### src/core/ldc_pkg.sv
/*
  Shared constants for the LED drive and operating control register bank.
  Assumes a 16-bit internal register port behind the serial host link.
*/
package ldc_pkg;

    // ============================================================
    // Register map
    localparam logic [7:0]  ADDR_LED_DRIVE    = 8'h41;
    localparam logic [7:0]  ADDR_STARTUP      = 8'h42;
    localparam logic [7:0]  ADDR_FRONTEND     = 8'h43;
    localparam logic [7:0]  ADDR_WINDOW       = 8'h44;
    localparam logic [7:0]  ADDR_OPCTL        = 8'h45;

    // ============================================================
    // Reset values and writable masks (reserved bits are not stored)
    localparam logic [15:0] RST_LED_DRIVE     = 16'h1000;
    localparam logic [15:0] RST_STARTUP       = 16'h4000;
    localparam logic [15:0] RST_FRONTEND      = 16'h0000;
    localparam logic [15:0] RST_WINDOW        = 16'h0000;
    localparam logic [15:0] RST_OPCTL         = 16'h0000;
    localparam logic [15:0] MASK_LED_DRIVE    = 16'h1f7f;
    localparam logic [15:0] MASK_STARTUP      = 16'hffff;
    localparam logic [15:0] MASK_FRONTEND     = 16'h000f;
    localparam logic [15:0] MASK_WINDOW       = 16'hffff;
    localparam logic [15:0] MASK_OPCTL        = 16'h01ff;

    // ============================================================
    // Field positions
    localparam int          POS_GEST_CODE     = 0;
    localparam int          POS_SLEW          = 4;
    localparam int          POS_PROX_CODE     = 8;
    localparam int          POS_PROX_SEL      = 12;
    localparam int          POS_REF_TIME      = 0;
    localparam int          POS_OSC_TIME      = 8;
    localparam int          POS_DIG_TIME      = 12;
    localparam int          POS_FRONTEND_PHASE_COUNT      = 0;
    localparam int          POS_STATE         = 0;
    localparam int          POS_FORMAT        = 4;
    localparam int          POS_GUARD         = 8;

    // ============================================================
    // LED current mapping in mA: base plus step per code
    localparam logic [7:0]  LED_BASE_MA       = 8'h19;
    localparam logic [7:0]  LED_STEP_MA       = 8'h0f;

    // ============================================================
    // Operating state codes and proximity FIFO formats
    localparam logic [3:0]  OPST_STANDBY      = 4'h0;
    localparam logic [3:0]  OPST_PROX         = 4'h1;
    localparam logic [3:0]  OPST_GESTURE      = 4'h2;
    localparam logic [3:0]  OPST_SAMPLE       = 4'h3;
    localparam logic [3:0]  OPST_IDLE         = 4'hf;
    localparam logic [3:0]  FMT_INTENSITY     = 4'h1;
    localparam logic [3:0]  FMT_XYI           = 4'h3;

    // ============================================================
    // Record lengths in bytes
    localparam logic [3:0]  REC_BYTES_NONE    = 4'h0;
    localparam logic [3:0]  REC_BYTES_I       = 4'h2;
    localparam logic [3:0]  REC_BYTES_SAMPLE  = 4'h4;
    localparam logic [3:0]  REC_BYTES_XYI     = 4'h6;

    // ============================================================
    // Start-up sequencer states
    typedef enum logic [4:0]
    {
        SEQ_OFF = 5'b00001,
        SEQ_REF = 5'b00010,
        SEQ_OSC = 5'b00100,
        SEQ_AFE = 5'b01000,
        SEQ_RUN = 5'b10000
    } ldc_seq_type;

endpackage

### src/core/ldc_reg_bank.sv
/*
  LED drive and operating control register bank with start-up sequencer
  and FIFO record gating. Assumes the serial host link has already turned
  transactions into single-cycle register reads and writes, and that a
  one-cycle tick marks each period of the 32 kHz slow clock.
*/
`timescale 1ns/10ps

// Notes on behaviour
// - Gesture current code n drives 25 mA plus 15 mA per step.
// - Proximity current code lives in bits 11:8, same mapping, proximity only.
// - In proximity, select bit 12 picks proximity code, else gesture code.
// - Bits 11:8 of timing register give fast oscillator start-up interval.
// - Front-end phase lasts low-nibble count of 32 kHz periods.
// - State 0 standby, 1 proximity, 3 sample, 2 gesture, run like sample.
// - State 0xF is idle: bandgap, reference, bias on, rest asleep.
// - Proximity format 1 stores intensity only, two bytes.
// - Proximity format 3 stores x, y, intensity, six bytes.
// - Other proximity formats store nothing.
// - Sample or gesture operation stores four bytes per record.
// - Bit 8 of operating control enables overrun guard, reset zero.
// - Guard on: write whole record only if it fits, else drop.
module ldc_reg_bank
    import ldc_pkg::*;
(
    // Clock and reset
    input  wire logic        i_clock,
    input  wire logic        i_rst_n,
    // Register port
    input  wire logic        i_reg_wr,
    input  wire logic        i_reg_rd,
    input  wire logic [7:0]  i_reg_addr,
    input  wire logic [15:0] i_reg_wdata,
    output logic      [15:0] o_reg_rdata,
    // Slow clock tick
    input  wire logic        i_tick_32k,
    // Record source and FIFO space
    input  wire logic        i_rec_valid,
    input  wire logic [15:0] i_rec_x,
    input  wire logic [15:0] i_rec_y,
    input  wire logic [15:0] i_rec_i,
    input  wire logic [7:0]  i_fifo_free,
    // FIFO record output
    output logic             o_rec_write,
    output logic             o_rec_dropped,
    output logic      [3:0]  o_rec_bytes,
    output logic      [47:0] o_rec_data,
    // LED drive
    output logic      [3:0]  o_led_current_code,
    output logic      [7:0]  o_led_current_ma,
    output logic      [2:0]  o_led_slew_ctrl,
    // Power and phase
    output logic             o_standby,
    output logic             o_bias_on,
    output logic             o_blocks_on,
    output logic             o_ref_phase,
    output logic             o_osc_phase,
    output logic             o_afe_phase,
    output logic             o_run,
    output logic      [15:0] o_sample_window_count
);

    // ============================================================
    // Register storage
    logic [15:0] led_reg;
    logic [15:0] startup_reg;
    logic [15:0] frontend_reg;
    logic [15:0] window_reg;
    logic [15:0] opctl_reg;

    wire logic wr_led   = i_reg_wr && (i_reg_addr == ADDR_LED_DRIVE);
    wire logic wr_start = i_reg_wr && (i_reg_addr == ADDR_STARTUP);
    wire logic wr_fe    = i_reg_wr && (i_reg_addr == ADDR_FRONTEND);
    wire logic wr_win   = i_reg_wr && (i_reg_addr == ADDR_WINDOW);
    wire logic wr_op    = i_reg_wr && (i_reg_addr == ADDR_OPCTL);

    always_ff @(posedge i_clock or negedge i_rst_n)
    begin
        if (!i_rst_n)
        begin
            led_reg      <= RST_LED_DRIVE;
            startup_reg  <= RST_STARTUP;
            frontend_reg <= RST_FRONTEND;
            window_reg   <= RST_WINDOW;
            opctl_reg    <= RST_OPCTL;
        end
        else
        begin
            if (wr_led)
                led_reg <= i_reg_wdata & MASK_LED_DRIVE;
            if (wr_start)
                startup_reg <= i_reg_wdata & MASK_STARTUP;
            if (wr_fe)
                frontend_reg <= i_reg_wdata & MASK_FRONTEND;
            // The window count is taken as written; computing it is the host's job.
            if (wr_win)
                window_reg <= i_reg_wdata & MASK_WINDOW;
            if (wr_op)
                opctl_reg <= i_reg_wdata & MASK_OPCTL;
        end
    end

    // ============================================================
    // Read path; unmapped addresses read zero
    wire logic [15:0] rd_mux = (i_reg_addr == ADDR_LED_DRIVE) ? led_reg :
                               (i_reg_addr == ADDR_STARTUP)   ? startup_reg :
                               (i_reg_addr == ADDR_FRONTEND)  ? frontend_reg :
                               (i_reg_addr == ADDR_WINDOW)    ? window_reg :
                               (i_reg_addr == ADDR_OPCTL)     ? opctl_reg : 16'h0000;

    always_ff @(posedge i_clock or negedge i_rst_n)
    begin
        if (!i_rst_n)
            o_reg_rdata <= 16'h0000;
        else if (i_reg_rd)
            o_reg_rdata <= rd_mux;
    end

    // ============================================================
    // Field decode
    wire logic [3:0] gest_led_current_code = led_reg[POS_GEST_CODE +: 4];
    wire logic [2:0] led_slew_ctrl         = led_reg[POS_SLEW +: 3];
    wire logic [3:0] prox_led_current_code = led_reg[POS_PROX_CODE +: 4];
    wire logic       prox_current_select   = led_reg[POS_PROX_SEL];
    wire logic [7:0] ref_settle_count      = startup_reg[POS_REF_TIME +: 8];
    wire logic [3:0] fast_osc_settle_count = startup_reg[POS_OSC_TIME +: 4];
    wire logic [3:0] frontend_phase_count  = frontend_reg[POS_FRONTEND_PHASE_COUNT +: 4];
    wire logic [3:0] operating_state       = opctl_reg[POS_STATE +: 4];
    wire logic [3:0] fifo_format           = opctl_reg[POS_FORMAT +: 4];
    wire logic       overrun_guard_en      = opctl_reg[POS_GUARD];

    wire logic st_prox    = (operating_state == OPST_PROX);
    wire logic st_active  = st_prox || (operating_state == OPST_SAMPLE) ||
                            (operating_state == OPST_GESTURE);
    wire logic st_standby = (operating_state == OPST_STANDBY);
    wire logic st_idle    = (operating_state == OPST_IDLE);

    // ============================================================
    // LED current selection and mapping
    wire logic [3:0] led_code_next = (st_prox && prox_current_select) ? prox_led_current_code
                                                                      : gest_led_current_code;
    wire logic [7:0] led_ma_next   = LED_BASE_MA + 8'(LED_STEP_MA * {4'h0, led_code_next});

    // ============================================================
    // Start-up sequencer, timed in slow-clock ticks
    ldc_seq_type seq_reg;
    ldc_seq_type seq_next;
    logic [7:0]  cnt_reg;

    wire logic [7:0] phase_limit = (seq_reg == SEQ_REF) ? ref_settle_count :
                                   (seq_reg == SEQ_OSC) ? {4'h0, fast_osc_settle_count} :
                                   (seq_reg == SEQ_AFE) ? {4'h0, frontend_phase_count} :
                                   8'h00;
    wire logic       phase_done  = (cnt_reg == phase_limit);

    always_comb
    begin
        seq_next = seq_reg;
        if (!st_active)
            seq_next = SEQ_OFF;
        else
        begin
            case (seq_reg)
                SEQ_OFF: seq_next = SEQ_REF;
                SEQ_REF: seq_next = phase_done ? SEQ_OSC : SEQ_REF;
                SEQ_OSC: seq_next = phase_done ? SEQ_AFE : SEQ_OSC;
                SEQ_AFE: seq_next = phase_done ? SEQ_RUN : SEQ_AFE;
                SEQ_RUN: seq_next = SEQ_RUN;
                default: seq_next = SEQ_OFF;
            endcase
        end
    end

    always_ff @(posedge i_clock or negedge i_rst_n)
    begin
        if (!i_rst_n)
        begin
            seq_reg <= SEQ_OFF;
            cnt_reg <= 8'h00;
        end
        else
        begin
            seq_reg <= seq_next;
            if (seq_next != seq_reg)
                cnt_reg <= 8'h00;
            else if (i_tick_32k && !phase_done)
                cnt_reg <= cnt_reg + 8'h01;
        end
    end

    // ============================================================
    // Record gating
    logic [3:0] gate_bytes;
    logic       gate_write;
    logic       gate_drop;

    ldc_record_gate u_gate
    (
        .i_state     (operating_state),
        .i_format    (fifo_format),
        .i_guard_en  (overrun_guard_en),
        .i_rec_valid (i_rec_valid),
        .i_fifo_free (i_fifo_free),
        .o_bytes     (gate_bytes),
        .o_write     (gate_write),
        .o_drop      (gate_drop)
    );

    // Records are packed low-aligned; unused upper bytes read zero.
    wire logic [47:0] rec_data_next = (gate_bytes == REC_BYTES_XYI)    ? {i_rec_x, i_rec_y, i_rec_i} :
                                      (gate_bytes == REC_BYTES_SAMPLE) ? {16'h0000, i_rec_x, i_rec_y} :
                                      (gate_bytes == REC_BYTES_I)      ? {32'h0000_0000, i_rec_i} :
                                      48'h0000_0000_0000;

    // ============================================================
    // Output registers
    always_ff @(posedge i_clock or negedge i_rst_n)
    begin
        if (!i_rst_n)
        begin
            o_rec_write           <= 1'b0;
            o_rec_dropped         <= 1'b0;
            o_rec_bytes           <= REC_BYTES_NONE;
            o_rec_data            <= 48'h0000_0000_0000;
            o_led_current_code    <= 4'h0;
            o_led_current_ma      <= LED_BASE_MA;
            o_led_slew_ctrl       <= 3'h0;
            o_standby             <= 1'b1;
            o_bias_on             <= 1'b0;
            o_blocks_on           <= 1'b0;
            o_ref_phase           <= 1'b0;
            o_osc_phase           <= 1'b0;
            o_afe_phase           <= 1'b0;
            o_run                 <= 1'b0;
            o_sample_window_count <= RST_WINDOW;
        end
        else
        begin
            o_rec_write           <= gate_write;
            o_rec_dropped         <= gate_drop;
            o_rec_bytes           <= gate_bytes;
            o_rec_data            <= rec_data_next;
            o_led_current_code    <= led_code_next;
            o_led_current_ma      <= led_ma_next;
            o_led_slew_ctrl       <= led_slew_ctrl;
            o_standby             <= st_standby;
            o_bias_on             <= st_idle || st_active;
            o_blocks_on           <= st_active;
            o_ref_phase           <= (seq_next == SEQ_REF);
            o_osc_phase           <= (seq_next == SEQ_OSC);
            o_afe_phase           <= (seq_next == SEQ_AFE);
            o_run                 <= (seq_next == SEQ_RUN);
            o_sample_window_count <= window_reg;
        end
    end
endmodule // ldc_reg_bank

### src/core/ldc_record_gate.sv
/*
  Record length decode and overrun guard for FIFO writes.
  Purely combinational; the caller registers the results.
*/
`timescale 1ns/10ps
module ldc_record_gate
    import ldc_pkg::*;
(
    // Mode and format
    input  wire logic [3:0]  i_state,
    input  wire logic [3:0]  i_format,
    input  wire logic        i_guard_en,
    // Record and FIFO space
    input  wire logic        i_rec_valid,
    input  wire logic [7:0]  i_fifo_free,
    // Decision
    output logic      [3:0]  o_bytes,
    output logic             o_write,
    output logic             o_drop
);

    // ============================================================
    // Length decode
    wire logic is_prox   = (i_state == OPST_PROX);
    wire logic is_sample = (i_state == OPST_SAMPLE) || (i_state == OPST_GESTURE);
    wire logic fits      = ({4'h0, o_bytes} <= i_fifo_free);
    wire logic storing   = i_rec_valid && (o_bytes != REC_BYTES_NONE);

    assign o_bytes = is_sample                            ? REC_BYTES_SAMPLE :
                     (is_prox && i_format == FMT_INTENSITY) ? REC_BYTES_I :
                     (is_prox && i_format == FMT_XYI)       ? REC_BYTES_XYI :
                     REC_BYTES_NONE;

    // A whole record is dropped rather than split, so the reader never sees a torn record.
    assign o_write = storing && (!i_guard_en || fits);
    assign o_drop  = storing && i_guard_en && !fits;

endmodule // ldc_record_gate

### config.mk
export PLATFORM = sky130hd
export DESIGN_NAME = ldc_reg_bank
export DESIGN_NICKNAME = d
export VERILOG_FILES = /design/src/core/ldc_pkg.sv /design/src/core/ldc_reg_bank.sv /design/src/core/ldc_record_gate.sv
export SDC_FILE = /design/constraint.sdc
export NUM_CORES = 1
export LEC_CHECK = 0
export ABC_AREA = 1
export BUFFER_PORTS_ARGS = -buffer_cell sky130_fd_sc_hd__buf_2
export CORE_MARGIN = 2
export CORE_UTILIZATION = 53
export DETAILED_ROUTE_END_ITERATION = 10
export HOLD_SLACK_MARGIN = 0.1
export PLACE_DENSITY = 0.8
export SLEW_MARGIN = 10
export SYNTH_ARGS = -nofsm -noshare
export SYNTH_HDL_FRONTEND = slang
export SYNTH_HIERARCHICAL = 1
export SYNTH_SLANG_ARGS = --single-unit
### constraint.sdc
create_clock -name i_clock -period 4.2 [get_ports i_clock]
set_input_delay 0 -clock i_clock [delete_from_list [all_inputs] [get_ports i_clock]]
set_output_delay 0 -clock i_clock [all_outputs]
set_load 0.01 [all_outputs]
=== After elaboration in Yosys (flattened, before gate mapping) ===
Cells that the tools add are included.

* Bits in writable memories: 0
* Output and inout port bits: 108
* Input port bits: 86
* Bits in latches: 0
* Memories kept: 0
* Memory bits (read-only): 0
* Bits in registers: 178

* Shifts and indexed selects: 0
* Order comparisons: 1
* $add $sub $neg: 2
* Muxes and demuxes: 22
* Div/mod/pow operators: 0
* Reductions and logical operators: 24
* Multipliers: 1
* Bitwise operators: 0
* Equality and inequality tests: 25

{| class="wikitable"
|+ Operator list
! kind !! number
|-
| $mux W16 || 5
|-
| $mux W48 || 1
|-
| $eq A8 B7 Y1 const B || 5
|-
| $mux W32 || 1
|-
| $pmux W5 S5 || 1
|-
| $mux W4 || 6
|-
| $mux W8 || 3
|-
| $eq A4 B2 Y1 const B || 4
|-
| $logic_and A1 B1 Y1 || 13
|-
| $eq A5 B2 Y1 const B || 2
|-
| $eq A5 B3 Y1 const B || 2
|-
| $eq A5 B4 Y1 const B || 2
|-
| $eq A5 B5 Y1 const B || 2
|-
| $mux W5 || 2
|-
| $mux W9 || 1
|-
| $add A5 B8 Y8 const A || 1
|-
| $add A8 B1 Y8 const B || 1
|-
| $eq A4 B1 Y1 const B || 2
|-
| $eq A4 B3 Y1 const B || 2
|-
| $eq A8 B8 Y1 || 1
|-
| $le A4 B8 Y1 || 1
|-
| $mul A4 B4 Y8 const A || 1
|-
| $mux W3 || 2
|-
| $eq A5 B1 Y1 const B || 1
|-
| other kinds (7) || 13
|}

=== Logic depth before layout (Yosys ltp) ===
Gate-level depths: netlist of the first run.

* Depth after elaboration: 10
* Depth in mapped cells: 19
* Depth with buffers taken out: 18

=== Cells and area by module ===
The synthesis of the first run kept the hierarchy.

{| class="wikitable"
|+ Modules (own cells, without submodules)
! module !! instances !! area an instance (um2) !! cells each !! sequential area each (um2)
|-
| ldc_reg_bank || 1 || 7427.1 || 784 || 4438.0
|-
| ldc_record_gate || 1 || 200.2 || 44 || 0.0
|}

=== Least setup slack after synthesis of the first run ===
Ideal clock, no wire load.

* Kind: register to register
* Start point: register led_reg[12]
* End point: register o_led_current_ma[7]
* Data arrival time: 3651 ps
* Period minus slack after synthesis: 3730 ps
* Setup slack: 470 ps
* Cell stages (with the launch flop): 16
* Path through: dfstp_2 > nand4_1 > o21ai_0 > ha_1 > inv_1 > ha_1 > xor2_1 > fa_1 > inv_1 > ha_1 > a21oi_1 > inv_1 > a31oi_1 > o21ai_0 > a21oi_1 > xor2_1

* Longest elaborated chain between the ends: 4

{| class="wikitable"
|+ Ends and longest elaborated chain
! item !! RTL line !! source
|-
| from (decl) || ldc_reg_bank.sv:65 || <nowiki>logic [15:0] led_reg;</nowiki>
|-
| from (signal assigned) || ldc_reg_bank.sv:90 || <nowiki>led_reg <= i_reg_wdata & MASK_LED_DRIVE;</nowiki>
|-
| $logic_and A1 B1 Y1 || ldc_reg_bank.sv:140 || <nowiki>wire logic [3:0] led_code_next = (st_prox && prox_current_select) ? prox_led_current_code</nowiki>
|-
| $mux W4 || ldc_reg_bank.sv:140 ||
|-
| net led_code_next[2] || ldc_reg_bank.sv:140 ||
|-
| $mul A4 B4 Y8 || ldc_reg_bank.sv:142 || <nowiki>wire logic [7:0] led_ma_next = LED_BASE_MA + 8'(LED_STEP_MA * {4'h0, led_code_next});</nowiki>
|-
| $add A5 B8 Y8 || ldc_reg_bank.sv:142 ||
|-
| net led_ma_next[7] || ldc_reg_bank.sv:142 ||
|-
| to (signal assigned) || ldc_reg_bank.sv:244 || <nowiki>o_led_current_ma <= led_ma_next;</nowiki>
|-
| to (decl) || ldc_reg_bank.sv:50 || <nowiki>output logic [7:0] o_led_current_ma,</nowiki>
|}

The timed path passes the listed nets, and every way through them passes these cells.
A chain may end at the register's enable or synchronous reset.

=== Worst setup path after layout of the first run ===
* Start point: register opctl_reg[3]
* End point: register o_led_current_ma[7]

* Longest elaborated chain between the ends: 5

{| class="wikitable"
|+ Ends and longest elaborated chain
! item !! RTL line !! source
|-
| from (decl) || ldc_reg_bank.sv:69 || <nowiki>logic [15:0] opctl_reg;</nowiki>
|-
| from (signal assigned) || ldc_reg_bank.sv:99 || <nowiki>opctl_reg <= i_reg_wdata & MASK_OPCTL;</nowiki>
|-
| $eq A4 B1 Y1 || ldc_reg_bank.sv:132 || <nowiki>wire logic st_prox = (operating_state == OPST_PROX);</nowiki>
|-
| $logic_and A1 B1 Y1 || ldc_reg_bank.sv:140 ||
|-
| $mux W4 || ldc_reg_bank.sv:140 ||
|-
| net led_code_next[1] || ldc_reg_bank.sv:140 ||
|-
| $mul A4 B4 Y8 || ldc_reg_bank.sv:142 ||
|-
| $add A5 B8 Y8 || ldc_reg_bank.sv:142 ||
|-
| net led_ma_next[7] || ldc_reg_bank.sv:142 ||
|}

The timed path passes the listed nets, and every way through them passes these cells.

==> metrics.yaml, run 1 <==
syn_area_per_cell_um2: 9.21
synth-main-ff-cell: "dfrtp_1"
synthCells: 828
rsz0062_at_grt: "no"
gp_congestion: 0.893
dr_wl_met2_um: 10700
grt_pass1_vias: 6887
core_region_area_um2: 14000
final_common_cell: "nand2_1"
fin_nets: 1219
crit_type: "flop to flop"
ys_types: 41
max-slew-margin-rel_pct: 21.6
holdWs_ps: 159
regMostFlops: "o_rec_data"
yosys_warnings: 6
root_buffer: "clkbuf_16"
finalCritPeriodShare_pct: 91.5
arrival_ps: 4190
clkSlewWorstSetupHoldPaths_ps: 70
intPower_w: 0.00294
dieWidth_um: 124
area_growth_pct: 35.2
rows: 43
io_buffers: 193
setup_violations: 0
dp_worst_setup_slack_ps: 443
hp-start: "i_reg_addr[0]"
cts_made_buffers: 17
hold_depth: 5
worstRegToRegCells: 17
clock_power_share_pct: 41.0
ys_ff_latch: 177
die-area_um2: 15400
htree_levels: 4
initial_utilization_pct: 54.5
reg2reg_from: "opctl_reg[3]$_DFFE_PN0P_"
cts_buffer_depth: 2
grt_overflow: 0
mostFrequentLayoutCells: "nand2_1, buf_2, dfrtp_1, inv_1, dlygate4sd3_1"
worst_slack_ps: 359
status: "complete, no violations"
die_h_um: 124
power_w: 0.00396
wirelength_um: 22400
p_sw_share_pct: 25.6
fin_crit_ps: 3840
io-pin-count: 194
fmaxAchievable_mhz: 260
grt_pass1_wl_um: 35000
critPathRequiredTime_ps: 4550
cp_max_fo: 8
final.setup.tns_ps: 0
synth_async_sr_flop_share_pct: 100
synth-edff-count: 0
r2r-end: "o_led_current_ma[7]$_DFF_PN0_"
drtIter0Drc: 472
finalHoldViolCount: 0
comb_power_share_pct: 12.6
grt.total_usage_pct: 30.5
routed_via_density: 5.33
largest_register_ffs: 48
antenna_found_initial: 0
layout-drive-gt1-share_pct: 23.9
cts_tree: "done"
num_vias: 6972
highest-signal-layer: "met4"
grt_max_degree: 101
tightestPinTransition_ps: 1170
ir_worst_vdd_uv: 303
p_per_area_nw_per_um2: 384
holdCritPathClass: "primary input to flop"
drc: 0
insertion_delay_ps: 430
cts_sinks: 177
dp_hpwl_um: 13900
finalClockSkew_ps: 9.24
wl_met3_um: 2030
ys_seq_area_share_pct: 58.2
diodes: 0
p_leak_nw: 5.68
r2r_setup_slack_ps: 360
synth_area_um2: 7630
hold_path_end: "o_reg_rdata[0]$_DFFE_PN0P_"
drt-wirelength-per-cell_um: 17.1
cp-start-kind: "flop"
endpoint_kind: "flop"
drt-pass1-iter-count: 6
drv_cap: 0
drt-met1-wl_um: 8910
seqPwrFrac_pct: 46.4
p_sw_w: 0.00101
maxSlewViolCount: 0
antenna_left: 0
## critical path, stage by stage (launching register included)
cell and delay (ps):
dfrtp_1 430, nor2_1 190, nand4_1 310, o21ai_1 230, buf_4 170, inv_1 100
ha_1 210, ha_1 290, xor2_1 190, fa_1 510, inv_1 40, ha_1 200
a21oi_1 180, inv_1 60, a31oi_1 210, o21ai_0 120, a21oi_1 150, xor2_1 170
## cells by family after synthesis
kind of cell,synth area share [%]
buf+inv,7.55
other cells,0.0492
fa+ha+maj,2.89
flops,58.2
simple gates,19.4
xor+xnor,1.38
compound gates,10.5
## layer usage
| layer | vias to the layer above | GRT usage [%] |
|---|---|---|
| met4 | 0 | 12.2 |
| li1 | 3231 | - |
| met1 | 3299 | 38.9 |
| met2 | 377 | 49.5 |
| met5 | - | 0 |
| met3 | 65 | 8.52 |
## power groups by stage
stage / Clock (W) / Sequential [W] / Combinational (W)
after floorplan: 0 / 0.00186 / 0.000254
after global placement: 0 / 0.00186 / 0.000424
after detailed placement: 0 / 0.00187 / 0.000437
after CTS: 0.00163 / 0.00184 / 0.000493
after global routing: 0.00171 / 0.00184 / 0.000555
final: 0.00162 / 0.00184 / 0.000497
## repair_timing
action                                  4_1_cts  5_1_grt
gates resized for setup                       0        0
endpoints found under the setup margin        0        0
buffers inserted                              0        0
endpoints found under the hold margin       210        0
hold buffers                                 94        0
## worst max-delay path by stage
stage / start / cells past startpoint / endpoint
final: opctl_reg[3]$_DFFE_PN0P_ / 17 / o_led_current_ma[7]$_DFF_PN0_
after global routing: opctl_reg[3]$_DFFE_PN0P_ / 17 / o_led_current_ma[7]$_DFF_PN0_
after CTS: opctl_reg[3]$_DFFE_PN0P_ / 17 / o_led_current_ma[7]$_DFF_PN0_
after detailed placement: opctl_reg[1]$_DFFE_PN0P_ / 17 / o_led_current_ma[7]$_DFF_PN0_
after global placement: opctl_reg[3]$_DFFE_PN0P_ / 18 / o_led_current_ma[7]$_DFF_PN0_
after floorplan: led_reg[12]$_DFFE_PN1P_ / 15 / o_led_current_ma[7]$_DFF_PN0_
## cell type report
class,instances,area [um^2]
sequential,177,4440
fill,978,3680
multi-input combinational,503,2620
timing repair buffer,294,1970
clock buffer,22,464
inverter,123,462
tap,180,225
clock inverter,10,134
## synthesized netlist by cell type (2+ instances only)
cell | n | area share (%)
buf_4 | 4 | 0.39
nand3_2 | 2 | 0.26
nand2_1 | 195 | 9.6
a31oi_1 | 4 | 0.33
o21bai_1 | 2 | 0.20
dfstp_2 | 7 | 2.4
nand3_1 | 29 | 1.9
dfrtp_1 | 170 | 56
nor2_8 | 2 | 0.52
nor2_2 | 11 | 0.90
a221oi_1 | 7 | 0.80
o22ai_1 | 17 | 1.4
nand2_4 | 2 | 0.30
nand3b_1 | 3 | 0.30
inv_1 | 115 | 5.7
nor2_1 | 50 | 2.5
a21oi_1 | 7 | 0.46
nand2_2 | 4 | 0.33
o21ai_0 | 92 | 6.0
clkbuf_1 | 20 | 0.98
inv_2 | 6 | 0.30
nor2_4 | 4 | 0.59
nor3_1 | 6 | 0.39
ha_1 | 16 | 2.6
nand4_1 | 22 | 1.8
clkinv_1 | 2 | 0.098
xor2_1 | 12 | 1.4
a22o_1 | 4 | 0.46
## through the flow
step | instance area (um^2) | cells | utilization (%)
after global placement | 8770 | 1183 | 62.7
after global routing | 10300 | 1309 | 73.7
after CTS | 10300 | 1309 | 73.7
after detailed placement | 8770 | 1183 | 62.7
after floorplan | 7630 | 829 | -
final | 10300 | 1309 | 73.7
(Power assumes the default switching activity.)
==> inputs of run 2 (changes only) <==
--- a/config.mk
+++ b/config.mk
@@ -12,6 +12,7 @@
 export DETAILED_ROUTE_END_ITERATION = 10
 export HOLD_SLACK_MARGIN = 0.1
 export PLACE_DENSITY = 0.8
+export SETUP_SLACK_MARGIN = 0.5
 export SLEW_MARGIN = 10
 export SYNTH_ARGS = -nofsm -noshare
 export SYNTH_HDL_FRONTEND = slang
==> metrics.yaml, run 2 (same netlist as run 1, synthesis figures left out) <==
p_per_area_nw_per_um2: 380  # -1.1%
finalHoldViolCount: 0  # unchanged
cp_max_fo: 32  # +24
crit_type: "flop to flop"
final_common_cell: "nand2_1"
largest_register_ffs: 48  # unchanged
max-slew-margin-rel_pct: 23.8  # +2.2 points
regMostFlops: "o_rec_data"
clkSlewWorstSetupHoldPaths_ps: 70  # about the same
drc: 0  # unchanged
postLayoutCoreUtil_pct: 74.3  # +0.55 points
hold_depth: 5  # unchanged
final.setup.tns_ps: 0  # unchanged
cts_sinks: 177  # unchanged
io-pin-count: 194  # unchanged
drt-pass1-iter-count: 5  # -1
grt_pass1_vias: 6813  # -1.1%
endpoint_kind: "flop"
multi_input_comb_area_um2: 2650  # +1.0%
initial_utilization_pct: 54.5  # unchanged
grt_max_degree: 106  # +5.0%
design_area_um2: 10400  # +0.74%
worstRegToRegCells: 9  # -8
finalCritPeriodShare_pct: 87.2  # -4.3 points
fin_crit_ps: 3660  # -179 ps
grt_overflow: 0  # unchanged
arrival_ps: 4030  # -160 ps
area_growth_pct: 36.2
num_vias: 7065  # +1.3%
fmaxAchievable_mhz: 273  # +4.9%
seq_area_um2: 4440  # about the same
tightestPinTransition_ps: 1140  # -31.7 ps
drtIter0Drc: 672  # +42%
grt_pass1_wl_um: 35000  # about the same
finalClockSkew_ps: 10.9  # +1.64 ps
io_buffers: 193  # unchanged
dieWidth_um: 124  # unchanged
grt.total_usage_pct: 30.5  # +0.047 points
die_h_um: 124  # unchanged
wirelength_um: 23000  # +2.9%
mostFrequentLayoutCells: "nand2_1, buf_2, dfrtp_1, inv_1, dlygate4sd3_1"
status: "complete, no violations"
nFillCells: 953  # -2.6%
core_region_area_um2: 14000  # unchanged
holdCritPathClass: "primary input to flop"
maxSlewViolCount: 0  # unchanged
antenna_found_initial: 1  # +1
fin_cells: 1316  # +0.53%
p_leak_nw: 5.71  # +0.52%
die-area_um2: 15400  # unchanged
antenna_left: 0  # unchanged
rsz0062_at_grt: "yes"
numPlacedInstances: 1182  # -0.085%
ir_worst_vdd_uv: 314  # +3.8%
routed_via_density: 5.37  # +0.79%
root_buffer: "clkbuf_16"
dp_hpwl_um: 13700  # -2.1%
htree_levels: 4  # unchanged
layout-drive-gt1-share_pct: 25.1  # +1.2 points
drv_cap: 0  # unchanged
cts_made_buffers: 17  # unchanged
setup_violations: 0  # unchanged
gp_congestion: 0.927  # +3.8%
cts_tree: "done"
cts_buffer_depth: 2  # unchanged
drt-wirelength-per-cell_um: 17.5  # +2.3%
insertion_delay_ps: 430  # about the same
place_area_um2: 8760  # about the same
cp-start-kind: "flop"
critPathRequiredTime_ps: 4570  # +20 ps
rows: 43  # unchanged
fin_nets: 1225  # +0.49%
==> run 2: layer usage <==
metal / GRT usage [%] / wire [um] / vias to the layer above
li1: - / - / 3247
met1: 38.7 / 9020 / 3323
met2: 50.4 / 11000 / 418
met3: 8.56 / 2160 / 77
met4: 11.2 / 871 / 0
met5: 0 / 0 / -
==> run 2: final cells by class <==
class                      instances  share of cell area [%]
tap                              180                    2.17
sequential                       177                    42.7
inverter                         123                    4.44
timing repair buffer             299                    19.3
antenna                            1                  0.0241
clock buffer                      24                    4.93
multi-input combinational        504                    25.5
clock inverter                     8                   0.867
==> run 2: power by group <==
part / leakage, nW / switching [W] / internal [W]
Combinational: 2.99 / 0.000310 / 0.000203
Clock: 0.294 / 0.000671 / 0.000922
Sequential: 2.42 / 0.0000570 / 0.00178
Total: 5.71 / 0.00104 / 0.00290
==> run 2: final timing paths <==
path | end | startpoint | slack, ps
min in group asynchronous | o_reg_rdata[9]$_DFFE_PN0P_ | i_rst_n | 250
min | o_reg_rdata[0]$_DFFE_PN0P_ | i_reg_addr[0] | 150
max in group asynchronous | opctl_reg[1]$_DFFE_PN0P_ | i_rst_n | 2860
max | o_rec_data[16]$_DFF_PN0_ | opctl_reg[2]$_DFFE_PN0P_ | 540
max reg2reg | o_rec_data[16]$_DFF_PN0_ | opctl_reg[2]$_DFFE_PN0P_ | 540
min reg2reg | o_led_slew_ctrl[1]$_DFF_PN0_ | led_reg[5]$_DFFE_PN0P_ | 410
==> run 2: timing repair <==
action,CTS,global route
pin swaps,1,3
setup buffers,1,5
endpoints found under the setup margin,1,1
hold buffers,94,0
gates resized for setup,1,9
hold endpoints to repair,212,0
gates cloned,0,1
==> run 2: worst max-delay path, cell delays in order (launching register included) <==
cell and delay [ps]:
dfrtp_2 440, buf_4 150, inv_1 60, nand2_1 60, nor2_1 140, nand2_1 110, o21ai_0 730, nand2_1 910
o22ai_1 410, dlygate4sd3_1 600
==> run 2: metrics by stage <==
| stage | worst slack, ps | power, W | hold slack [ps] |
|---|---|---|---|
| 3_5_place_dp | 388 | 0.00230 | 177 |
| 2_1_floorplan | 672 | 0.00212 | -296 |
| 6_report | 537 | 0.00394 | 153 |
| 5_1_grt | 393 | 0.00410 | 192 |
| 4_1_cts | 511 | 0.00393 | 134 |
| 3_3_place_gp | 594 | 0.00229 | 186 |
==> inputs of run 3 (changes only) <==
--- a/config.mk
+++ b/config.mk
@@ -5,7 +5,7 @@
 export SDC_FILE = /design/constraint.sdc
 export NUM_CORES = 1
 export LEC_CHECK = 0
-export ABC_AREA = 1
+export ABC_AREA = 0
 export BUFFER_PORTS_ARGS = -buffer_cell sky130_fd_sc_hd__buf_2
 export CORE_MARGIN = 2
 export CORE_UTILIZATION = 53
@@ -13,7 +13,6 @@
 export HOLD_SLACK_MARGIN = 0.1
 export PLACE_DENSITY = 0.8
 export SETUP_SLACK_MARGIN = 0.5
-export SLEW_MARGIN = 10
 export SYNTH_ARGS = -nofsm -noshare
 export SYNTH_HDL_FRONTEND = slang
 export SYNTH_HIERARCHICAL = 1
==> metrics.yaml, run 3 <==
cts_buffer_depth: 2  # unchanged
finalHoldViolCount: 0  # unchanged
critPathMaxStageDelay_ps: 540  # -370 ps
synth_area_um2: 7640  # +0.21%
root_buffer: "clkbuf_16"
num_vias: 6504  # -7.9%
final.setup.tns_ps: 0  # unchanged
grt_use_met1_pct: 35.3  # -3.3 points
use_met2_pct: 50.2  # -0.14 points
crit_slowest_cell: "fa_1"
ys_top_cells_by_area: "dfrtp_1, mux2_2, a22o_1"
place_area_um2: 8770  # about the same
ys_ff_latch: 177  # unchanged
drt-pass1-iter-count: 6  # +1
die-area_um2: 15400  # +0.20%
grt_overflow: 0  # unchanged
final_common_cell: "buf_2"
max-slew-margin-rel_pct: 45.2  # +21 points
antenna_left: 0  # unchanged
die_h_um: 124  # +0.10%
arrival_ps: 4000  # -30 ps
grt_pass1_wl_um: 34000  # -3.0%
ys_types: 67  # +63%
wirelength_um: 22900  # -0.47%
cts_sinks: 177  # unchanged
insertion_delay_ps: 430  # about the same
cp_max_fo: 4  # -88%
grt_pass1_vias: 6487  # -4.8%
crit_type: "flop to flop"
routed_via_density: 5.94  # +11%
initial_utilization_pct: 54.6  # +0.12 points
r2r-end: "o_led_current_ma[7]$_DFF_PN0_"
synth-main-ff-cell: "dfrtp_1"
synthCells: 616  # -26%
antenna_found_initial: 0  # -1
dieWidth_um: 124  # +0.10%
p_per_area_nw_per_um2: 368  # -2.9%
yosys_warnings: 6  # unchanged
postLayoutCoreUtil_pct: 74.3  # about the same
busiest_layer: "met2"
fin_nets: 1005  # -18%
mostFrequentLayoutCells: "buf_2, dfrtp_1, dlygate4sd3_1, mux2_2, nor2_1"
htree_levels: 4  # unchanged
cts_made_buffers: 17  # unchanged
io_buffers: 193  # unchanged
cp-start-kind: "flop"
hold_depth: 4  # -1
critPathRequiredTime_ps: 4550  # -20 ps
netlist.area_leader.share_pct: 55.7  # -0.12 points
rows: 43  # unchanged
clkSlewWorstSetupHoldPaths_ps: 70  # about the same
largest_register_ffs: 48  # unchanged
core_region_area_um2: 14000  # unchanged
cts_tree: "done"
layout-drive-gt1-share_pct: 37.9  # +13 points
drt-wirelength-per-cell_um: 20.9  # +20%
syn_area_per_cell_um2: 12.4  # +35%
use_met3_pct: 6.68  # -1.9 points
endpoint_kind: "flop"
r2r_setup_slack_ps: 550  # +20 ps
fmaxAchievable_mhz: 274  # +0.42%
hp-start: "i_reg_addr[2]"
finalCritPeriodShare_pct: 86.8  # -0.36 points
dp_hpwl_um: 13700  # +0.13%
synth-edff-count: 0  # unchanged
design_area_um2: 10400  # about the same
diodes: 0  # -1
gp_congestion: 0.967  # +4.3%
hold_path_end: "o_reg_rdata[5]$_DFFE_PN0P_"
synth_async_sr_flop_share_pct: 100  # unchanged
p_leak_nw: 5.43  # -4.8%
worstRegToRegCells: 16  # +7
grt_max_degree: 92  # -13%
tightestPinTransition_ps: 819  # -322 ps
finalClockSkew_ps: 9.11  # -1.78 ps
ys_seq_area_share_pct: 58.1  # -0.12 points
cp_cell_sequence: "nor2_4 -> and4b_2 -> mux2i_2 -> inv_2 -> ha_4 -> inv_2 -> ha_4 -> xnor2_2 -> fa_1 -> inv_2 -> ha_4 -> a21o_1 -> a21oi_2 -> o21ai_0 -> a31oi_1 -> xnor2_1"
drc: 0  # unchanged
regMostFlops: "o_rec_data"
maxSlewViolCount: 0  # unchanged
synth_common_cells: "dfrtp_1, mux2_2, nor2_1"
grt.total_usage_pct: 29.5  # -0.97 points
area_growth_pct: 35.9
setup_violations: 0  # unchanged
drv_cap: 0  # unchanged
synth.most_common_cell: "dfrtp_1"
reg2reg_from: "opctl_reg[3]$_DFFE_PN0P_"
yosys.area.top_type: "dfrtp_1"
status: "complete, no violations"
ir_worst_vdd_uv: 259  # -18%
rsz0062_at_grt: "no"
drtIter0Drc: 621  # -7.6%
fin_crit_ps: 3650  # -15.2 ps
io-pin-count: 194  # unchanged
holdCritPathClass: "primary input to flop"
==> run 3: cell types whose count changed in the layout (fill, tap and decap cells not counted), sizes merged, moves of 11 or more <==
cell    change
nor2       -32
inv        -96
and3       +23
a21oi      +26
o22ai      -16
a22o       +28
nand4      -19
xnor2      +12
nand3      -21
mux2       +59
nand2     -184
a211oi     +11
o21ai      -80
==> run 3: per-stage QoR <==
| step | power [W] | worst slack [ps] | hold slack, ps | instances |
|---|---|---|---|---|
| 6_report | 0.00383 | 552 | 141 | 1095 |
| 5_1_grt | 0.00396 | 458 | 160 | 1095 |
| 4_1_cts | 0.00381 | 522 | 116 | 1087 |
| 3_5_place_dp | 0.00223 | 161 | 117 | 962 |
| 3_3_place_gp | 0.00221 | 291 | 106 | 962 |
| 2_1_floorplan | 0.00205 | 510 | -296 | 617 |
==> run 3: worst max-delay path by stage <==
stage | slack, ps | start | cells after the start | endpoint
6_report | 550 | opctl_reg[3]$_DFFE_PN0P_ | 16 | o_led_current_ma[7]$_DFF_PN0_
4_1_cts | 520 | opctl_reg[2]$_DFFE_PN0P_ | 16 | o_led_current_ma[7]$_DFF_PN0_
5_1_grt | 460 | opctl_reg[3]$_DFFE_PN0P_ | 16 | o_led_current_ma[7]$_DFF_PN0_
3_5_place_dp | 160 | opctl_reg[3]$_DFFE_PN0P_ | 16 | o_led_current_ma[7]$_DFF_PN0_
2_1_floorplan | 510 | opctl_reg[3]$_DFFE_PN0P_ | 17 | o_led_current_ma[7]$_DFF_PN0_
3_3_place_gp | 290 | opctl_reg[3]$_DFFE_PN0P_ | 16 | o_led_current_ma[7]$_DFF_PN0_
==> run 3: layer usage <==
| layer | wire [um] | share of wire, % | vias up |
|---|---|---|---|
| met5 | 0 | 0 | - |
| met2 | 11600 | 51 | 349 |
| li1 | - | - | 2830 |
| met1 | 8440 | 37 | 3220 |
| met3 | 1730 | 7.5 | 105 |
| met4 | 1170 | 5.1 | 0 |
==> run 3: power breakdown <==
group / internal (W) / total [W] / switching (W) / leakage, nW
Clock: 0.000834 / 0.00155 / 0.000714 / 0.270
Sequential: 0.00178 / 0.00183 / 0.0000568 / 2.40
Combinational: 0.000196 / 0.000445 / 0.000249 / 2.76
==> run 3: cell families (layout without fill, tap and decap cells) <==
group,after synthesis,after routing,synth area share (%)
and+or+nand+nor,148,148,11.5
muxes,66,66,9.61
DFF,177,177,58.1
buffers and inverters,56,354,3.09
xor gates and xnor gates,14,14,1.60
AOI/OAI and AO/OA,137,137,13.2
adders and majority gates,17,17,2.88
other,1,2,0.0491
==> run 3: timing repair <==
item / CTS / global route
pin swaps: 3 / 5
setup buffers: 6 / 8
resized for setup: 8 / 8
hold endpoints to repair: 209 / 0
hold buffers: 87 / 0
endpoints found under the setup margin: 2 / 2
==> run 3: critical path: cells and delay by family, from the launching register on <==
family | cells | cell delay [ps]
fa+ha+maj | 4 | 1300
compound gates | 4 | 620
simple gates | 2 | 440
flops | 1 | 430
mux | 1 | 290
xor+xnor | 2 | 280
buf+inv | 3 | 210
==> run 3: final cells by class <==
class	instances	area (um^2)
Fill cell	820	3600
Multi-Input combinational cell	384	3070
Inverter	21	78.8
Timing Repair Buffer	301	2000
Tap cell	180	225
Clock buffer	17	425
Sequential cell	177	4440
Clock inverter	15	150
